<file path="config.mk">
export PLATFORM = sky130hd
export DESIGN_NAME = asc_sequencer_ctl
export DESIGN_NICKNAME = d
export VERILOG_FILES = /design/src/asc_pkg.sv /design/src/asc_result_mem.sv /design/src/asc_sequencer_ctl.sv
export SDC_FILE = /design/constraint.sdc
export NUM_CORES = 1
export LEC_CHECK = 0
export ABC_CLOCK_PERIOD_IN_PS = 9110
export BUFFER_PORTS_ARGS = -buffer_cell sky130_fd_sc_hd__buf_2
export CORE_UTILIZATION = 55
export CTS_BUF_LIST = sky130_fd_sc_hd__clkbuf_8
export CTS_CLUSTER_DIAMETER = 30
export DETAILED_ROUTE_END_ITERATION = 16
export GPL_ROUTABILITY_DRIVEN = 0
export PLACE_DENSITY = 0.72
export SLEW_MARGIN = 10
export SYNTH_ARGS = -nofsm -noshare
export SYNTH_HDL_FRONTEND = slang
export SYNTH_SLANG_ARGS = --single-unit
</file>
<file path="constraint.sdc">
create_clock -name i_mclk -period 9.11 [get_ports i_mclk]
set_clock_uncertainty 0.05 [all_clocks]
set_input_delay 0 -clock i_mclk [delete_from_list [all_inputs] [get_ports i_mclk]]
set_output_delay 0 -clock i_mclk [all_outputs]
set_load 0.01 [all_outputs]
</file>
<file path="src/asc_pkg.sv">
`default_nettype none
package asc_pkg;
    localparam int NSEQ = 4;
    localparam int SEQ_DEPTH [NSEQ] = '{8, 4, 4, 1};
    localparam int MEM_BASE [NSEQ] = '{0, 8, 12, 16};
    localparam int MEM_WORDS = 17;
    localparam int MEM_AW = 5;
    localparam int RES_W = 10;
    localparam logic [31:0] STEP_MASK [NSEQ] = '{32'hffffffff, 32'h0000ffff, 32'h0000ffff,
        32'h0000000f};
    // Register byte offsets.
    localparam logic [11:0] OFF_ACT = 12'h000;
    localparam logic [11:0] OFF_RIS = 12'h004;
    localparam logic [11:0] OFF_IM = 12'h008;
    localparam logic [11:0] OFF_ISC = 12'h00c;
    localparam logic [11:0] OFF_OSTAT = 12'h010;
    localparam logic [11:0] OFF_EMUX = 12'h014;
    localparam logic [11:0] OFF_USTAT = 12'h018;
    localparam logic [11:0] OFF_PRI = 12'h020;
    localparam logic [11:0] OFF_PSSI = 12'h028;
    localparam logic [11:0] OFF_SAC = 12'h030;
    localparam logic [11:0] OFF_TMLB = 12'h100;
    // Per-sequencer block: index field addr[7:5] runs from SEQ_FIRST upward.
    localparam logic [2:0] SEQ_FIRST = 3'h2;
    localparam logic [4:0] SUB_MUX = 5'h00;
    localparam logic [4:0] SUB_CTL = 5'h04;
    localparam logic [4:0] SUB_FIFO = 5'h08;
    localparam logic [4:0] SUB_FSTAT = 5'h0c;
    // Reset values.
    localparam logic [31:0] RST_PRI = 32'h00003210;
    localparam logic [31:0] RST_CTL3 = 32'h00000002;
    // Step-control nibble flags.
    localparam int CTL_DIFF = 0;
    localparam int CTL_END = 1;
    localparam int CTL_IE = 2;
    localparam int CTL_TS = 3;
    // Trigger source codes.
    localparam logic [3:0] TRIG_PROC = 4'h0;
    localparam logic [3:0] TRIG_ALWAYS = 4'hf;
    localparam logic [2:0] SAC_MAX = 3'h6;
    localparam logic [9:0] DIFF_MID = 10'h1ff;
    localparam logic [9:0] CODE_MAX = 10'h3ff;
    typedef enum logic [1:0] {
        ST_IDLE = 2'b00,
        ST_START = 2'b01,
        ST_WAIT = 2'b10,
        ST_STORE = 2'b11
    } asc_state_t;
endpackage
`default_nettype wire

</file>
<file path="src/asc_result_mem.sv">
`default_nettype none
// Shared result storage for all FIFOs; the read register doubles as bus read data.
module asc_result_mem #(
    parameter int WORDS = 17,
    parameter int AW = 5,
    parameter int DW = 10
) (
    // Clock and reset
    input wire logic i_mclk,
    input wire logic i_rst_n,
    // Write port
    input wire logic i_wr_en,
    input wire logic [AW-1:0] i_wr_addr,
    input wire logic [DW-1:0] i_wr_data,
    // Read port
    input wire logic i_rd_en,
    input wire logic [AW-1:0] i_rd_addr,
    input wire logic [31:0] i_alt_data,
    output logic [31:0] o_q
);
    logic [DW-1:0] mem [WORDS];

    always_ff @(posedge i_mclk) begin
        if (i_wr_en) begin
            mem[i_wr_addr] <= i_wr_data;
        end
    end

    always_ff @(posedge i_mclk) begin
        if (!i_rst_n) begin
            o_q <= 32'h0;
        end else if (i_rd_en) begin
            o_q <= {{(32-DW){1'b0}}, mem[i_rd_addr]};
        end else begin
            o_q <= i_alt_data;
        end
    end
endmodule
`default_nettype wire

</file>
<file path="src/asc_sequencer_ctl.sv">
// Added by the designer: the register offsets and strobed register access.
`default_nettype none
// Contract
// - Four sequencers, depths eight, four, four, one.
// - FIFO word is 32 bits, result low ten.
// - Each step has input and control nibble.
// - Control nibble: temp, irq enable, end, diff.
// - Sequencer runs only while its enable set.
// - Flagged steps raise raw interrupt on completion.
// - End flag stops sequence after that step.
// - FIFO circular; read pops oldest entry.
// - Pointers, full, empty, overflow, underflow visible.
// - Interrupt output is raw status masked.
// - Masked status shows only enabled interrupts.
// - Writing one to masked status clears interrupt.
// - Concurrent triggers served by priority, zero first.
// - Event select picks trigger, incl processor, always.
// - Processor initiate write triggers processor-sourced sequencers.
// - Averaging accumulates up to 64 samples.
// - Averaging off after reset, shared by all.
// - Single-ended codes 0x000 to 0x3FF unsigned.
// - Differential select names pair, even positive.
// - Differential result offset about 0x1FF.
// - Reset priority equals sequencer number.
module asc_sequencer_ctl #(
    parameter int NUM_EXT = 4
) (
    // Clock and reset
    input wire logic i_mclk,
    input wire logic i_rst_n,
    // Register port
    input wire logic [11:0] i_addr,
    input wire logic [31:0] i_wdata,
    input wire logic i_wr,
    input wire logic i_rd,
    output logic [31:0] o_rdata,
    // Peripheral triggers
    input wire logic [NUM_EXT-1:0] i_ext_trig,
    // Converter
    output logic o_conv_start,
    output logic [3:0] o_conv_sel,
    output logic o_conv_diff,
    output logic o_conv_temp,
    input wire logic i_conv_done,
    input wire logic [10:0] i_conv_data,
    // Interrupts
    output logic [3:0] o_irq
);
    localparam int N = asc_pkg::NSEQ;

    asc_pkg::asc_state_t state;
    logic [N-1:0] act, ris, im, ostat, ustat, pend;
    logic [15:0] emux;
    logic [7:0] pri;
    logic [2:0] sac;
    logic lb;
    logic [31:0] mux_r [N];
    logic [31:0] ctl_r [N];
    logic [2:0] wp [N];
    logic [2:0] rp [N];
    logic [3:0] cnt [N];
    logic [N-1:0] full, empty, trig, pop, set_ris;
    logic [1:0] cur, gnt, idx;
    logic [2:0] step;
    logic [6:0] avg_cnt;
    logic [15:0] acc, next_acc;
    logic [9:0] res, sample;
    logic gnt_ok, seq_hit, fifo_rd, push, last_step, avg_last, conv_ok, seq_done;
    logic [4:0] sub;
    logic [3:0] cur_in, cur_ctl;
    logic [31:0] rd_alt;
    logic [N-1:0] beats;
    logic signed [10:0] dhalf;
    logic signed [11:0] dsum;

    // Address decode for the per-sequencer register blocks.
    always_comb begin
        seq_hit = (i_addr[11:8] == 4'h0) && (i_addr[7:5] >= asc_pkg::SEQ_FIRST)
            && (i_addr[7:5] < asc_pkg::SEQ_FIRST + 3'(N));
        idx = 2'(i_addr[7:5] - asc_pkg::SEQ_FIRST);
        sub = i_addr[4:0];
        fifo_rd = i_rd && seq_hit && (sub == asc_pkg::SUB_FIFO);
    end

    // Current step nibbles.
    always_comb begin
        cur_in = mux_r[cur][{step, 2'b00} +: 4];
        cur_ctl = ctl_r[cur][{step, 2'b00} +: 4];
        last_step = (step == 3'(asc_pkg::SEQ_DEPTH[cur] - 1));
        conv_ok = lb || i_conv_done;
        seq_done = (state == asc_pkg::ST_STORE)
            && (cur_ctl[asc_pkg::CTL_END] || last_step);
        push = (state == asc_pkg::ST_STORE) && act[cur];
    end

    // Result formatting: differential offset about mid code, clipped.
    always_comb begin
        dhalf = $signed(i_conv_data) >>> 1;
        dsum = $signed({2'b00, asc_pkg::DIFF_MID}) + $signed({dhalf[10], dhalf});
        if (lb) begin
            sample = {6'h0, cur_in};
        end else if (cur_ctl[asc_pkg::CTL_DIFF]) begin
            if (dsum[11]) begin
                sample = 10'h0;
            end else if (dsum[10]) begin
                sample = asc_pkg::CODE_MAX;
            end else begin
                sample = dsum[9:0];
            end
        end else begin
            sample = i_conv_data[9:0];
        end
        next_acc = acc + {6'h0, sample};
        avg_last = (avg_cnt == ((7'h1 << sac) - 7'h1));
    end

    // Trigger selection per sequencer.
    always_comb begin
        for (int s = 0; s < N; s++) begin
            if (emux[4*s +: 4] == asc_pkg::TRIG_PROC) begin
                trig[s] = i_wr && (i_addr == asc_pkg::OFF_PSSI) && i_wdata[s];
            end else if (emux[4*s +: 4] == asc_pkg::TRIG_ALWAYS) begin
                trig[s] = 1'b1;
            end else if (int'(emux[4*s +: 4]) <= NUM_EXT) begin
                trig[s] = i_ext_trig[int'(emux[4*s +: 4]) - 1];
            end else begin
                trig[s] = 1'b0;
            end
        end
    end

    // Priority arbitration among pending enabled sequencers.
    always_comb begin
        gnt_ok = 1'b0;
        gnt = 2'h0;
        for (int p = 0; p < 4; p++) begin
            for (int s = 0; s < N; s++) begin
                if (!gnt_ok && pend[s] && act[s] && pri[2*s +: 2] == 2'(p)) begin
                    gnt_ok = 1'b1;
                    gnt = 2'(s);
                end
            end
        end
        for (int s = 0; s < N; s++) begin
            beats[s] = pend[s] && act[s] && (pri[2*s +: 2] < pri[2*gnt +: 2]);
        end
    end

    // Pending triggers: a new trigger wins over completion.
    always_ff @(posedge i_mclk) begin
        if (!i_rst_n) begin
            pend <= '0;
        end else begin
            for (int s = 0; s < N; s++) begin
                if (!act[s]) begin
                    pend[s] <= 1'b0;
                end else if (trig[s]) begin
                    pend[s] <= 1'b1;
                end else if (seq_done && cur == 2'(s)) begin
                    pend[s] <= 1'b0;
                end
            end
        end
    end

    // Sequencer engine: one sequence on the converter at a time.
    always_ff @(posedge i_mclk) begin
        if (!i_rst_n) begin
            state <= asc_pkg::ST_IDLE;
            cur <= 2'h0;
            step <= 3'h0;
            avg_cnt <= 7'h0;
            acc <= 16'h0;
            res <= 10'h0;
        end else if (state != asc_pkg::ST_IDLE && !act[cur]) begin
            state <= asc_pkg::ST_IDLE;
            acc <= 16'h0;
            avg_cnt <= 7'h0;
        end else begin
            case (state)
                asc_pkg::ST_IDLE: begin
                    acc <= 16'h0;
                    avg_cnt <= 7'h0;
                    if (gnt_ok) begin
                        cur <= gnt;
                        step <= 3'h0;
                        state <= asc_pkg::ST_START;
                    end
                end
                asc_pkg::ST_START: begin
                    state <= asc_pkg::ST_WAIT;
                end
                asc_pkg::ST_WAIT: begin
                    if (conv_ok) begin
                        if (avg_last) begin
                            res <= 10'(next_acc >> sac);
                            avg_cnt <= 7'h0;
                            state <= asc_pkg::ST_STORE;
                        end else begin
                            acc <= next_acc;
                            avg_cnt <= avg_cnt + 7'h1;
                            state <= asc_pkg::ST_START;
                        end
                    end
                end
                asc_pkg::ST_STORE: begin
                    acc <= 16'h0;
                    if (seq_done) begin
                        state <= asc_pkg::ST_IDLE;
                    end else begin
                        step <= step + 3'h1;
                        state <= asc_pkg::ST_START;
                    end
                end
                default: begin
                    state <= asc_pkg::ST_IDLE;
                end
            endcase
        end
    end

    // Converter request outputs.
    always_ff @(posedge i_mclk) begin
        if (!i_rst_n) begin
            o_conv_start <= 1'b0;
            o_conv_sel <= 4'h0;
            o_conv_diff <= 1'b0;
            o_conv_temp <= 1'b0;
        end else begin
            o_conv_start <= (state == asc_pkg::ST_START) && act[cur] && !lb;
            if (state == asc_pkg::ST_START) begin
                o_conv_sel <= cur_in;
                o_conv_diff <= cur_ctl[asc_pkg::CTL_DIFF];
                o_conv_temp <= cur_ctl[asc_pkg::CTL_TS];
            end
        end
    end

    // Result FIFO pointers, one set per sequencer.
    for (genvar s = 0; s < N; s++) begin : g_seq
        localparam int D = asc_pkg::SEQ_DEPTH[s];
        logic do_push, do_pop;
        assign full[s] = (cnt[s] == 4'(D));
        assign empty[s] = (cnt[s] == 4'h0);
        assign pop[s] = fifo_rd && (idx == 2'(s));
        assign do_push = push && (cur == 2'(s)) && !full[s];
        assign do_pop = pop[s] && !empty[s];
        assign set_ris[s] = push && (cur == 2'(s)) && cur_ctl[asc_pkg::CTL_IE];
        always_ff @(posedge i_mclk) begin
            if (!i_rst_n) begin
                wp[s] <= 3'h0;
                rp[s] <= 3'h0;
                cnt[s] <= 4'h0;
            end else begin
                if (do_push) begin
                    wp[s] <= (wp[s] + 3'h1) & 3'(D - 1);
                end
                if (do_pop) begin
                    rp[s] <= (rp[s] + 3'h1) & 3'(D - 1);
                end
                cnt[s] <= cnt[s] + 4'(do_push) - 4'(do_pop);
            end
        end
        always_ff @(posedge i_mclk) begin
            if (!i_rst_n) begin
                mux_r[s] <= 32'h0;
                ctl_r[s] <= (s == N - 1) ? asc_pkg::RST_CTL3 : 32'h0;
            end else if (i_wr && seq_hit && idx == 2'(s)) begin
                if (sub == asc_pkg::SUB_MUX) begin
                    mux_r[s] <= i_wdata & asc_pkg::STEP_MASK[s];
                end
                if (sub == asc_pkg::SUB_CTL) begin
                    ctl_r[s] <= i_wdata & asc_pkg::STEP_MASK[s];
                end
            end
        end
    end

    // Control registers written by software.
    always_ff @(posedge i_mclk) begin
        if (!i_rst_n) begin
            act <= '0;
            im <= '0;
            emux <= 16'h0;
            pri <= {asc_pkg::RST_PRI[13:12], asc_pkg::RST_PRI[9:8],
                asc_pkg::RST_PRI[5:4], asc_pkg::RST_PRI[1:0]};
            sac <= 3'h0;
            lb <= 1'b0;
        end else if (i_wr) begin
            case (i_addr)
                asc_pkg::OFF_ACT: act <= i_wdata[N-1:0];
                asc_pkg::OFF_IM: im <= i_wdata[N-1:0];
                asc_pkg::OFF_EMUX: emux <= i_wdata[15:0];
                asc_pkg::OFF_PRI: pri <= {i_wdata[13:12], i_wdata[9:8],
                    i_wdata[5:4], i_wdata[1:0]};
                asc_pkg::OFF_SAC: begin
                    sac <= (i_wdata[2:0] > asc_pkg::SAC_MAX) ? asc_pkg::SAC_MAX
                        : i_wdata[2:0];
                end
                asc_pkg::OFF_TMLB: lb <= i_wdata[0];
                default: begin
                end
            endcase
        end
    end

    // Sticky status: hardware set wins over a write-one clear.
    always_ff @(posedge i_mclk) begin
        if (!i_rst_n) begin
            ris <= '0;
            ostat <= '0;
            ustat <= '0;
        end else begin
            for (int s = 0; s < N; s++) begin
                if (set_ris[s]) begin
                    ris[s] <= 1'b1;
                end else if (i_wr && i_addr == asc_pkg::OFF_ISC && i_wdata[s]) begin
                    ris[s] <= 1'b0;
                end
                if (push && cur == 2'(s) && full[s]) begin
                    ostat[s] <= 1'b1;
                end else if (i_wr && i_addr == asc_pkg::OFF_OSTAT && i_wdata[s]) begin
                    ostat[s] <= 1'b0;
                end
                if (pop[s] && empty[s]) begin
                    ustat[s] <= 1'b1;
                end else if (i_wr && i_addr == asc_pkg::OFF_USTAT && i_wdata[s]) begin
                    ustat[s] <= 1'b0;
                end
            end
        end
    end

    always_ff @(posedge i_mclk) begin
        if (!i_rst_n) begin
            o_irq <= '0;
        end else begin
            o_irq <= ris & im;
        end
    end

    // Register read data other than the FIFO windows.
    always_comb begin
        rd_alt = 32'h0;
        if (i_rd && seq_hit) begin
            case (sub)
                asc_pkg::SUB_MUX: rd_alt = mux_r[idx];
                asc_pkg::SUB_CTL: rd_alt = ctl_r[idx];
                asc_pkg::SUB_FSTAT: rd_alt = {19'h0, full[idx], 3'h0, empty[idx], 1'b0,
                    rp[idx], 1'b0, wp[idx]};
                default: rd_alt = 32'h0;
            endcase
        end else if (i_rd) begin
            case (i_addr)
                asc_pkg::OFF_ACT: rd_alt = {28'h0, act};
                asc_pkg::OFF_RIS: rd_alt = {28'h0, ris};
                asc_pkg::OFF_IM: rd_alt = {28'h0, im};
                asc_pkg::OFF_ISC: rd_alt = {28'h0, ris & im};
                asc_pkg::OFF_OSTAT: rd_alt = {28'h0, ostat};
                asc_pkg::OFF_EMUX: rd_alt = {16'h0, emux};
                asc_pkg::OFF_USTAT: rd_alt = {28'h0, ustat};
                asc_pkg::OFF_PRI: rd_alt = {18'h0, pri[7:6], 2'h0, pri[5:4], 2'h0,
                    pri[3:2], 2'h0, pri[1:0]};
                asc_pkg::OFF_SAC: rd_alt = {29'h0, sac};
                asc_pkg::OFF_TMLB: rd_alt = {31'h0, lb};
                default: rd_alt = 32'h0;
            endcase
        end
    end

    asc_result_mem #(
        .WORDS(asc_pkg::MEM_WORDS),
        .AW(asc_pkg::MEM_AW),
        .DW(asc_pkg::RES_W)
    ) u_mem (
        .i_mclk(i_mclk),
        .i_rst_n(i_rst_n),
        .i_wr_en(push && !full[cur]),
        .i_wr_addr(5'(asc_pkg::MEM_BASE[cur]) + {2'b00, wp[cur]}),
        .i_wr_data(res),
        .i_rd_en(fifo_rd),
        .i_rd_addr(5'(asc_pkg::MEM_BASE[idx]) + {2'b00, rp[idx]}),
        .i_alt_data(rd_alt),
        .o_q(o_rdata)
    );
endmodule
`default_nettype wire

</file>
Word-level counts from Yosys, hierarchy flattened
Memory sizes are Yosys's and may differ from the RTL's. A register that Yosys moved wholly into a read port is not among the register bits.
Cells that the tools add are included.
{"block": "totals", "reg_bits": 135, "mem_bits_rw": 466, "input_bits": 64, "out_inout_bits": 43, "elab_cells": 567, "memories": 6}
{"name": "u_mem.mem", "words": 17, "width": 10, "read_ports": 1, "rd_clocked_by_memory_dff": 0, "write_ports": 1, "line": "asc_result_mem.sv:21", "text": "logic [DW-1:0] mem [WORDS];"}
{"name": "ctl_r", "words": 4, "width": 32, "read_ports": 2, "rd_clocked_by_memory_dff": 1, "write_ports": 4, "line": "asc_sequencer_ctl.sv:58", "text": "logic [31:0] ctl_r [N];"}
{"name": "mux_r", "words": 4, "width": 32, "read_ports": 2, "rd_clocked_by_memory_dff": 1, "write_ports": 4, "line": "asc_sequencer_ctl.sv:57", "text": "logic [31:0] mux_r [N];"}
{"name": "cnt", "words": 4, "width": 4, "read_ports": 4, "rd_clocked_by_memory_dff": 0, "write_ports": 4, "line": "asc_sequencer_ctl.sv:61", "text": "logic [3:0] cnt [N];"}
{"name": "rp", "words": 4, "width": 3, "read_ports": 4, "rd_clocked_by_memory_dff": 0, "write_ports": 4, "line": "asc_sequencer_ctl.sv:60", "text": "logic [2:0] rp [N];"}
{"name": "wp", "words": 4, "width": 3, "read_ports": 5, "rd_clocked_by_memory_dff": 1, "write_ports": 4, "line": "asc_sequencer_ctl.sv:59", "text": "logic [2:0] wp [N];"}
{"block": "op_classes", "add_sub_neg": 27, "n_lt_le_gt_ge": 15, "n_eq_ne": 48, "shift": 4, "muxes": 208, "bitwise": 25, "reduce_logical": 199}
{"operator": "$mux W32", "count": 10}
{"operator": "$bmux W32 S2", "count": 3}
{"operator": "$pmux W16 S10", "count": 1}
{"operator": "$mux W1", "count": 128}
{"operator": "$logic_and A1 B1 Y1", "count": 114}
{"operator": "$pmux W32 S3", "count": 1}
{"operator": "$shiftx A32 B6 Y4", "count": 2}
{"operator": "$mux W10", "count": 5}
{"operator": "$mux W2", "count": 23}
{"operator": "$reduce_bool A2 Y1", "count": 20}
{"operator": "$mux W3", "count": 13}
{"operator": "$eq A12 B5 Y1 const B", "count": 3}
{"operator": "$eq A12 B6 Y1 const B", "count": 3}
{"operator": "$logic_not A4 Y1", "count": 9}
{"operator": "$mux W16", "count": 2}
{"operator": "$pmux W16 S2", "count": 1}
{"operator": "$eq A2 B2 Y1 const B", "count": 14}
{"operator": "$logic_not A1 Y1", "count": 26}
{"operator": "$eq A12 B4 Y1 const B", "count": 2}
{"operator": "$reduce_and A2 Y1", "count": 12}
{"operator": "$eq A4 B4 Y1 const B", "count": 5}
{"operator": "$lt A5 B4 Y1 const B", "count": 4}
{"operator": "$mux W5", "count": 4}
{"operator": "$or A1 B1 Y1", "count": 20}
{"operator": "46 further kinds", "count": 101}

Logic depth before layout (Yosys ltp)
Gate-level depths: netlist of run 1.
{"block": "depth", "ltp_word": 81, "mapped_depth": 21, "ltp_nobuf": 20}

By module
A second synthesis of run 1 with hierarchy kept.
{"block": "hier_totals", "cells_unflattened": 2186, "hier_area_um2": 24094.4}
{"mod": "asc_sequencer_ctl", "instances": 1, "cells_per_inst": 1765, "area_per_inst_um2": 16459.5, "seq_area_each_um2": 6926.6}
{"mod": "asc_result_mem", "instances": 1, "cells_per_inst": 421, "area_per_inst_um2": 7634.8, "seq_area_each_um2": 5745.5}

Worst setup path before layout of run 1
OpenSTA, ideal clock, no wires.
{"block": "synth_timing", "kind": "register -> register", "startpoint": "register step[0]", "endpoint": "register res[6]", "setup_ns": 0.134, "arrival_ns": 4.134, "required_ns": 8.926, "slack_ns": 4.792, "path_stages_with_launch": 22, "n_path_buf": 3, "synth_period_minus_slack_ns": 4.318, "path_cell_list": "dfxtp_1 -> buf_2 -> mux4_2 -> nand2_1 -> o21ai_1 -> a21oi_1 -> a2bb2oi_1 -> buf_2 -> buf_2 -> a211oi_1 -> a21oi_1 -> ha_1 -> inv_1 -> fa_1 -> nor2b_1 -> o31a_1 -> o22ai_2 -> o21ai_1 -> xor2_1 -> mux4_2 -> mux2i_1 -> a211oi_1"}
{"block": "synth_via", "elab_chain_cells": 5, "word_cells_on_any_way": 6, "cone_classes": "add/sub (1); shift (3); mux (2)"}
{"item": "from (decl)", "line": "asc_sequencer_ctl.sv:64", "text": "logic [2:0] step;"}
{"item": "from (signal assigned)", "line": "asc_sequencer_ctl.sv:211", "text": "step <= step + 3'h1;"}
{"item": "$shiftx A32 B6 Y4", "line": "asc_sequencer_ctl.sv:88", "text": "cur_ctl = ctl_r[cur][{step, 2'b00} +: 4];"}
{"item": "$mux W10", "line": "asc_sequencer_ctl.sv:102", "text": "end else if (cur_ctl[asc_pkg::CTL_DIFF]) begin"}
{"item": "$mux W10 *", "line": "asc_sequencer_ctl.sv:100", "text": "if (lb) begin"}
{"item": "$add A16 B10 Y16 *", "line": "asc_sequencer_ctl.sv:113", "text": "next_acc = acc + {6'h0, sample};"}
{"item": "$shr A16 B3 Y10 *", "line": "asc_sequencer_ctl.sv:196", "text": "res <= 10'(next_acc >> sac);"}
{"item": "to (signal assigned)", "line": "asc_sequencer_ctl.sv:196"}
{"item": "to (decl)", "line": "asc_sequencer_ctl.sv:67", "text": "logic [9:0] res, sample;"}
Every way passes the cells marked *; elsewhere a longest branch is shown, timed or not.
A chain may end at the register's enable or synchronous reset.

==> results.cfg, run 1 <==
[timing]
maxSlewHeadroom_pct = 19.85
finalSetupViolations = 0
period_share_pct = 58.18
clock.fmax_mhz = 188.7
rsz0062_at_grt = false
hold_viol = 0
fin_tns_setup_ns = 0
finalCriticalPeriod_ns = 5.300
drv_slew = 0
worstMarginPinSlew_ns = 1.198
holdWs_ns = 0.07611

[floorplan]
core_mm2 = 0.04308
dieArea_mm2 = 0.04448
die_w_um = 210.9
num_rows = 76
io_pins = 107
die_y_um = 210.9
initial_core_util_pct = 55.72

[clock_network]
htreeDepth = 3
clk_latency_ns = 0.69
cts_buffer_depth = 3
clk_pin_slew_ns = 0.06
cts_root_buf = clkbuf_8
cts_resized = 0
cts_buffers = 97
cts.sinks = 473
tritoncts = built

[global_routing]
grt_max_degree = 91
grt_overflow = 0
grt_pass1_vias = 18363
grt_pass1_wl_um = 104300
antenna_found_initial = 1
grt_usage_pct = 30.70

[layout]
final_nets = 2514
drive_gt1_share_pct = 15.20
final_area_mm2 = 0.02759
stdcell_count = 3053
nFillCells = 3372
multi_input_area_mm2 = 0.01046
layout_commonest_cell = edfxtp_1
regArea_mm2 = 0.01267
syn2layout_area_growth_pct = 14.93
mostFrequentLayoutCells = edfxtp_1 (320), nand2_1 (305), nor2_1 (157)

[critical_path]
cpMaxStageDelayCell = nor2b_1
critPathBufInv = 2
slowest_delay_ns = 0.61
worst_path_dominant_cell_family = compound AO/OA/AOI/OAI gates
cp-end-kind = flip-flop
critPathLaunchType = flip-flop
path_class = flip-flop to flip-flop
crit_chain = buf_4 -> nor2b_1 -> a22oi_1 -> a211oi_1 -> a21oi_1 -> a2bb2oi_1 -> buf_4 -> and2_1 -> a2111oi_0 -> a21oi_1 -> ha_1 -> nand3_1 -> o211ai_2 -> o2111ai_1 -> a21boi_1 -> xor2_1 -> mux4_2 -> o22ai_1 -> a221oi_1
worstPathRequired_ns = 9.57
cp_max_fo = 32
arrival_ns = 5.76

[logic_synthesis]
synth_area_leaders = edfxtp_1 (40%), dfxtp_1 (13%), nand2_1 (4.8%)
netlist_area_mm2 = 0.02400
synth_fp_nets = 2384
synth_edf_count = 320
synth_warnings = 0
synth_cells = 2253
synth.distinct_cells = 87
avgSynthCellArea_um2 = 10.65
async_flop_share_pct = 0
ys_ff_latch = 473
synth_flop_cell = edfxtp_1
synth_top_area_cell = edfxtp_1
synth.top_cell.area_share_pct = 40.03
ys_seq_area_share_pct = 52.79

[detailed_routing]
drc = 0
wirelength_um = 68460
dr.pass1.iters = 7
vias = 19163
drt_iter0_markers = 2422
via_per_inst = 6.277
drt-wirelength-per-cell_um = 22.42
drtAntennaViolNets = 0

[placement]
port_buffers = 106
place_area_mm2 = 0.02489
dp.cells = 2818
dp_hpwl_um = 44100

[power]
vdd_drop_max_mv = 0.1212
powerDensity_mw_per_mm2 = 184.3
power.leakage_nw = 10.11
finalPower_mw = 5.086

[hold_path]
min_path_type = primary input to flip-flop
min_from = i_ext_trig[0]

[run]
cap_violations = 0

[outcome]
outcome = completed
power breakdown:
group	internal, mW	total [mW]	switching (mW)
Sequential	2.31	2.33	0.0217
Clock	1.46	2.45	0.991
Combinational	0.106	0.307	0.200
tightest hold or removal path: stages:
cell and delay, ns:
buf_2 0.11, mux4_2 0.24, nand2_1 0.05, o21ai_0 0.13, a21oi_1 0.10, a21oi_1 0.14
worst paths after layout:
kind	endpoint	slack [ns]	depth (start not counted)
max	res[8]$_SDFFE_PN0P_	3.81	19
min	pend[3]$_SDFFE_PN0P_	0.08	6
max reg2reg	res[8]$_SDFFE_PN0P_	3.81	19
min reg2reg	ustat[2]$_SDFFE_PN0P_	0.42	2
per-layer routing:
layer  up-vias  global-route usage (%)  part of all wire, %
met2      1084                   48.29                   46
met3       159                   6.021                   10
met1      9258                   41.86                   41
met5         -                       0                    0
met4         0                   12.42                  3.2
li1       8662                       -                    -
cell families (layout without fill, tap and decap cells):
| family | after synthesis | in the layout | synth area share, % |
|---|---|---|---|
| AO/OA/AOI/OAI | 467 | 467 | 13.19 |
| XOR/XNOR | 36 | 36 | 1.314 |
| adder cells (fa/ha/maj) | 67 | 67 | 3.680 |
| buffers and inverters | 227 | 441 | 3.899 |
| flip-flops | 473 | 473 | 52.79 |
| multiplexers | 117 | 117 | 7.349 |
| other | 0 | 1 | 0 |
| AND/OR/NAND/NOR | 866 | 866 | 17.77 |
Yosys cell counts, types with 11 or more instances:
| cell type | number |
|---|---|
| edfxtp_1 | 320 |
| buf_1 | 15 |
| a21oi_1 | 109 |
| xor2_1 | 11 |
| buf_2 | 40 |
| nor3_1 | 25 |
| o21ai_0 | 65 |
| and3_1 | 152 |
| nor2b_1 | 34 |
| a22oi_1 | 62 |
| a211oi_1 | 40 |
| o22ai_1 | 18 |
| a31oi_1 | 19 |
| inv_1 | 68 |
| o21ai_1 | 12 |
| or3_1 | 15 |
| nand3_1 | 83 |
| nand2b_1 | 23 |
| clkbuf_1 | 94 |
| and2_1 | 19 |
| nand2_1 | 305 |
| xnor2_1 | 25 |
| mux4_2 | 47 |
| ha_1 | 61 |
| dfxtp_1 | 153 |
| a311oi_1 | 35 |
| nor2_1 | 158 |
| mux2i_1 | 66 |
registers in the layout, summed over array words and instances, names as in the netlist, 7 cells and up, named ones only:
| name | flops |
|---|---|
| u_mem.o_q | 32 |
| rp | 7 |
| emux | 16 |
| avg_cnt | 7 |
| ctl_r | 68 |
| acc | 16 |
| mux_r | 68 |
| u_mem.mem | 170 |
| wp | 7 |
| res | 10 |
| cnt | 16 |
| pri | 8 |
cell type report:
| cell class | instances | area share, % |
|---|---|---|
| sequential | 473 | 45.94 |
| timing repair buffer | 189 | 4.644 |
| antenna | 1 | 0.009071 |
| clock inverter | 81 | 2.826 |
| inverter | 69 | 0.9388 |
| clock buffer | 102 | 5.089 |
| multi-input combinational | 1553 | 37.90 |
| tap | 585 | 2.653 |
what timing repair did:
action | CTS | global route
buffers inserted | 0 | 0
hold buffers | 51 | 0
hold endpoints to repair | 228 | 0
per-stage QoR:
| stage | utilization [%] | setup slack (ns) |
|---|---|---|
| final | 64.04 | 3.810 |
| after global placement | 57.78 | 4.040 |
| after global routing | 64.04 | 3.435 |
| after CTS | 64.04 | 3.904 |
| after detailed placement | 57.78 | 3.928 |
| after floorplan | - | 4.792 |
Note: power is estimated with default switching activity, not from simulation.
==> inputs of run 2 (changes only) <==
ABC_CLOCK_PERIOD_IN_PS = 4600   (was 9110)
PLACE_DENSITY = 0.75   (was 0.72)
clock period = 4.6 ns   (was 9.11 ns; I/O delays follow)
==> run 2 against run 1 <==
Core utilization rose by 1.3 points. Critical path depth down 2. Maximum frequency grew 19%. Cell count grew 1.7%.
==> results.cfg, run 2 (synthesized netlist as in run 1, its figures left out) <==
[layout]
largest_reg_flops = 170
largest_register = u_mem.mem
top_regs = u_mem.mem (170), ctl_r (68), mux_r (68)
postLayoutCoreUtil_pct = 65.35
mostFrequentLayoutCells = edfxtp_1 (320), nand2_1 (305), nor2_1 (157)
final_area_mm2 = 0.02815
final_nets = 2570
drive_gt1_share_pct = 17.51
nFillCells = 3198
syn2layout_area_growth_pct = 17.27
layout_commonest_cell = edfxtp_1

[clock_network]
clk_pin_slew_ns = 0.06
cts_buffer_depth = 3
cts.sinks = 473
clk_latency_ns = 0.68
tritoncts = built
cts_root_buf = clkbuf_8
cts_buffers = 98
htreeDepth = 3

[timing]
drv_slew = 0
finalSetupViolations = 0
setup_ws_ns = 0.1490
clock.fmax_mhz = 224.7
holdWs_ns = 0.08870
fin_tns_setup_ns = 0
finalCriticalPeriod_ns = 4.451
rsz0062_at_grt = true
maxSlewHeadroom_pct = 25.95
hold_viol = 0
period_share_pct = 96.76
worstMarginPinSlew_ns = 1.108

[critical_path]
critPathLaunchType = flip-flop
worstPathRequired_ns = 5.09
cpMaxStageDelayCell = mux4_2
crit_chain = buf_12 -> mux4_2 -> nand2_1 -> o21ai_0 -> nand2_1 -> o21ai_0 -> a22oi_1 -> a21oi_1 -> ha_1 -> nor2b_2 -> o31a_1 -> o22ai_2 -> o21ai_1 -> xor2_2 -> mux4_2 -> nand2b_1 -> a32o_1
cp-end-kind = flip-flop
cp_max_fo = 12
arrival_ns = 4.94
rrSetupSlack_ns = 0.15
slowest_delay_ns = 0.52
path_class = flip-flop to flip-flop

[placement]
dp_hpwl_um = 45760
place_area_mm2 = 0.02525
pre_cts_ws_ns = -0.04340
port_buffers = 106

[power]
powerDensity_mw_per_mm2 = 360.2
power_switching_mw = 2.413
p_int_mw = 7.727
power.leakage_nw = 10.44
seqPwrFrac_pct = 45.5
p_clk_share_pct = 48.3
p_sw_share_pct = 23.79
vdd_drop_max_mv = 0.2969
pwr-share-comb_pct = 6.2

[detailed_routing]
dr.pass1.iters = 6
drc = 0
wirelength_um = 68700
drt-wirelength-per-cell_um = 22.12
drtAntennaViolNets = 0
vias = 19611
via_per_inst = 6.314
drt_iter0_markers = 2429

[outcome]
outcome = completed

[floorplan]
dieArea_mm2 = 0.04448
core_mm2 = 0.04308
die_y_um = 210.9
initial_core_util_pct = 55.72
die_w_um = 210.9
io_pins = 107
num_rows = 76

[global_routing]
grt_pass1_wl_um = 105000
grt_max_degree = 69
grt_overflow = 0
antenna_found_initial = 1
grt_pass1_vias = 19089
grt_usage_pct = 30.74

[hold_path]
min_path_type = primary input to flip-flop

[run]
cap_violations = 0
## run 2: final timing paths
path | startpoint | endpoint | cells past startpoint
setup / recovery | flip-flop | res[3]$_SDFFE_PN0P_ | 17
hold / removal | i_addr[0] | act[3]$_SDFFE_PN0P_ | 7
setup reg to reg | flip-flop | res[3]$_SDFFE_PN0P_ | 17
hold reg to reg | ustat[2]$_SDFFE_PN0P_ | ustat[2]$_SDFFE_PN0P_ | 2
## run 2: power by group through the flow
| stage | Sequential, mW | Clock, mW | Combinational (mW) |
|---|---|---|---|
| 2_1_floorplan | 4.69 | 0 | 0.363 |
| 3_3_place_gp | 4.70 | 0 | 0.560 |
| 3_5_place_dp | 4.70 | 0 | 0.572 |
| 4_1_cts | 4.62 | 4.92 | 0.606 |
| 5_1_grt | 4.62 | 5.13 | 0.666 |
| 6_report | 4.62 | 4.90 | 0.624 |
## run 2: cell type report
type	count	area [um2]	share of cell area, %
inverter	69	259.0	0.9201
antenna	2	5.005	0.01778
clock buffer	104	1431	5.085
tap	585	732.0	2.600
sequential	473	12680	45.04
clock inverter	76	774.5	2.751
timing repair buffer	244	1745	6.201
multi-input combinational	1553	10520	37.39
## run 2: timing repair
item,4_1_cts,5_1_grt
buffers inserted,0,1
setup endpoints to repair,3,10
cloned,0,0
pin swaps,2,1
endpoints found under the hold margin,207,0
hold buffers,60,0
resized for setup,2,17
## run 2: layer usage
metal	vias to the layer above	part of all wire (%)	track usage, %
met4	0	4.0	15.34
met3	193	11	7.493
li1	8769	-	-
met5	-	0	0
met2	1205	46	47.76
met1	9444	39	40.30
## run 2: per-stage QoR
step                instances  power (mW)
finish                   3106       10.14
global route             3105       10.42
CTS                      3103       10.15
detailed placement       2863       5.275
global placement         2863       5.259
floorplan                2253       5.049
## run 2: critical path, delay by kind of cell (launching register included)
family                     cells  cell delay (ns)
adders and majority gates      1             0.34
DFF                            1             0.40
buffers and inverters          1             0.16
xor gates and xnor gates       1             0.20
muxes                          2             0.99
AOI/OAI and AO/OA              8             1.62
and+or+nand+nor                4             0.53
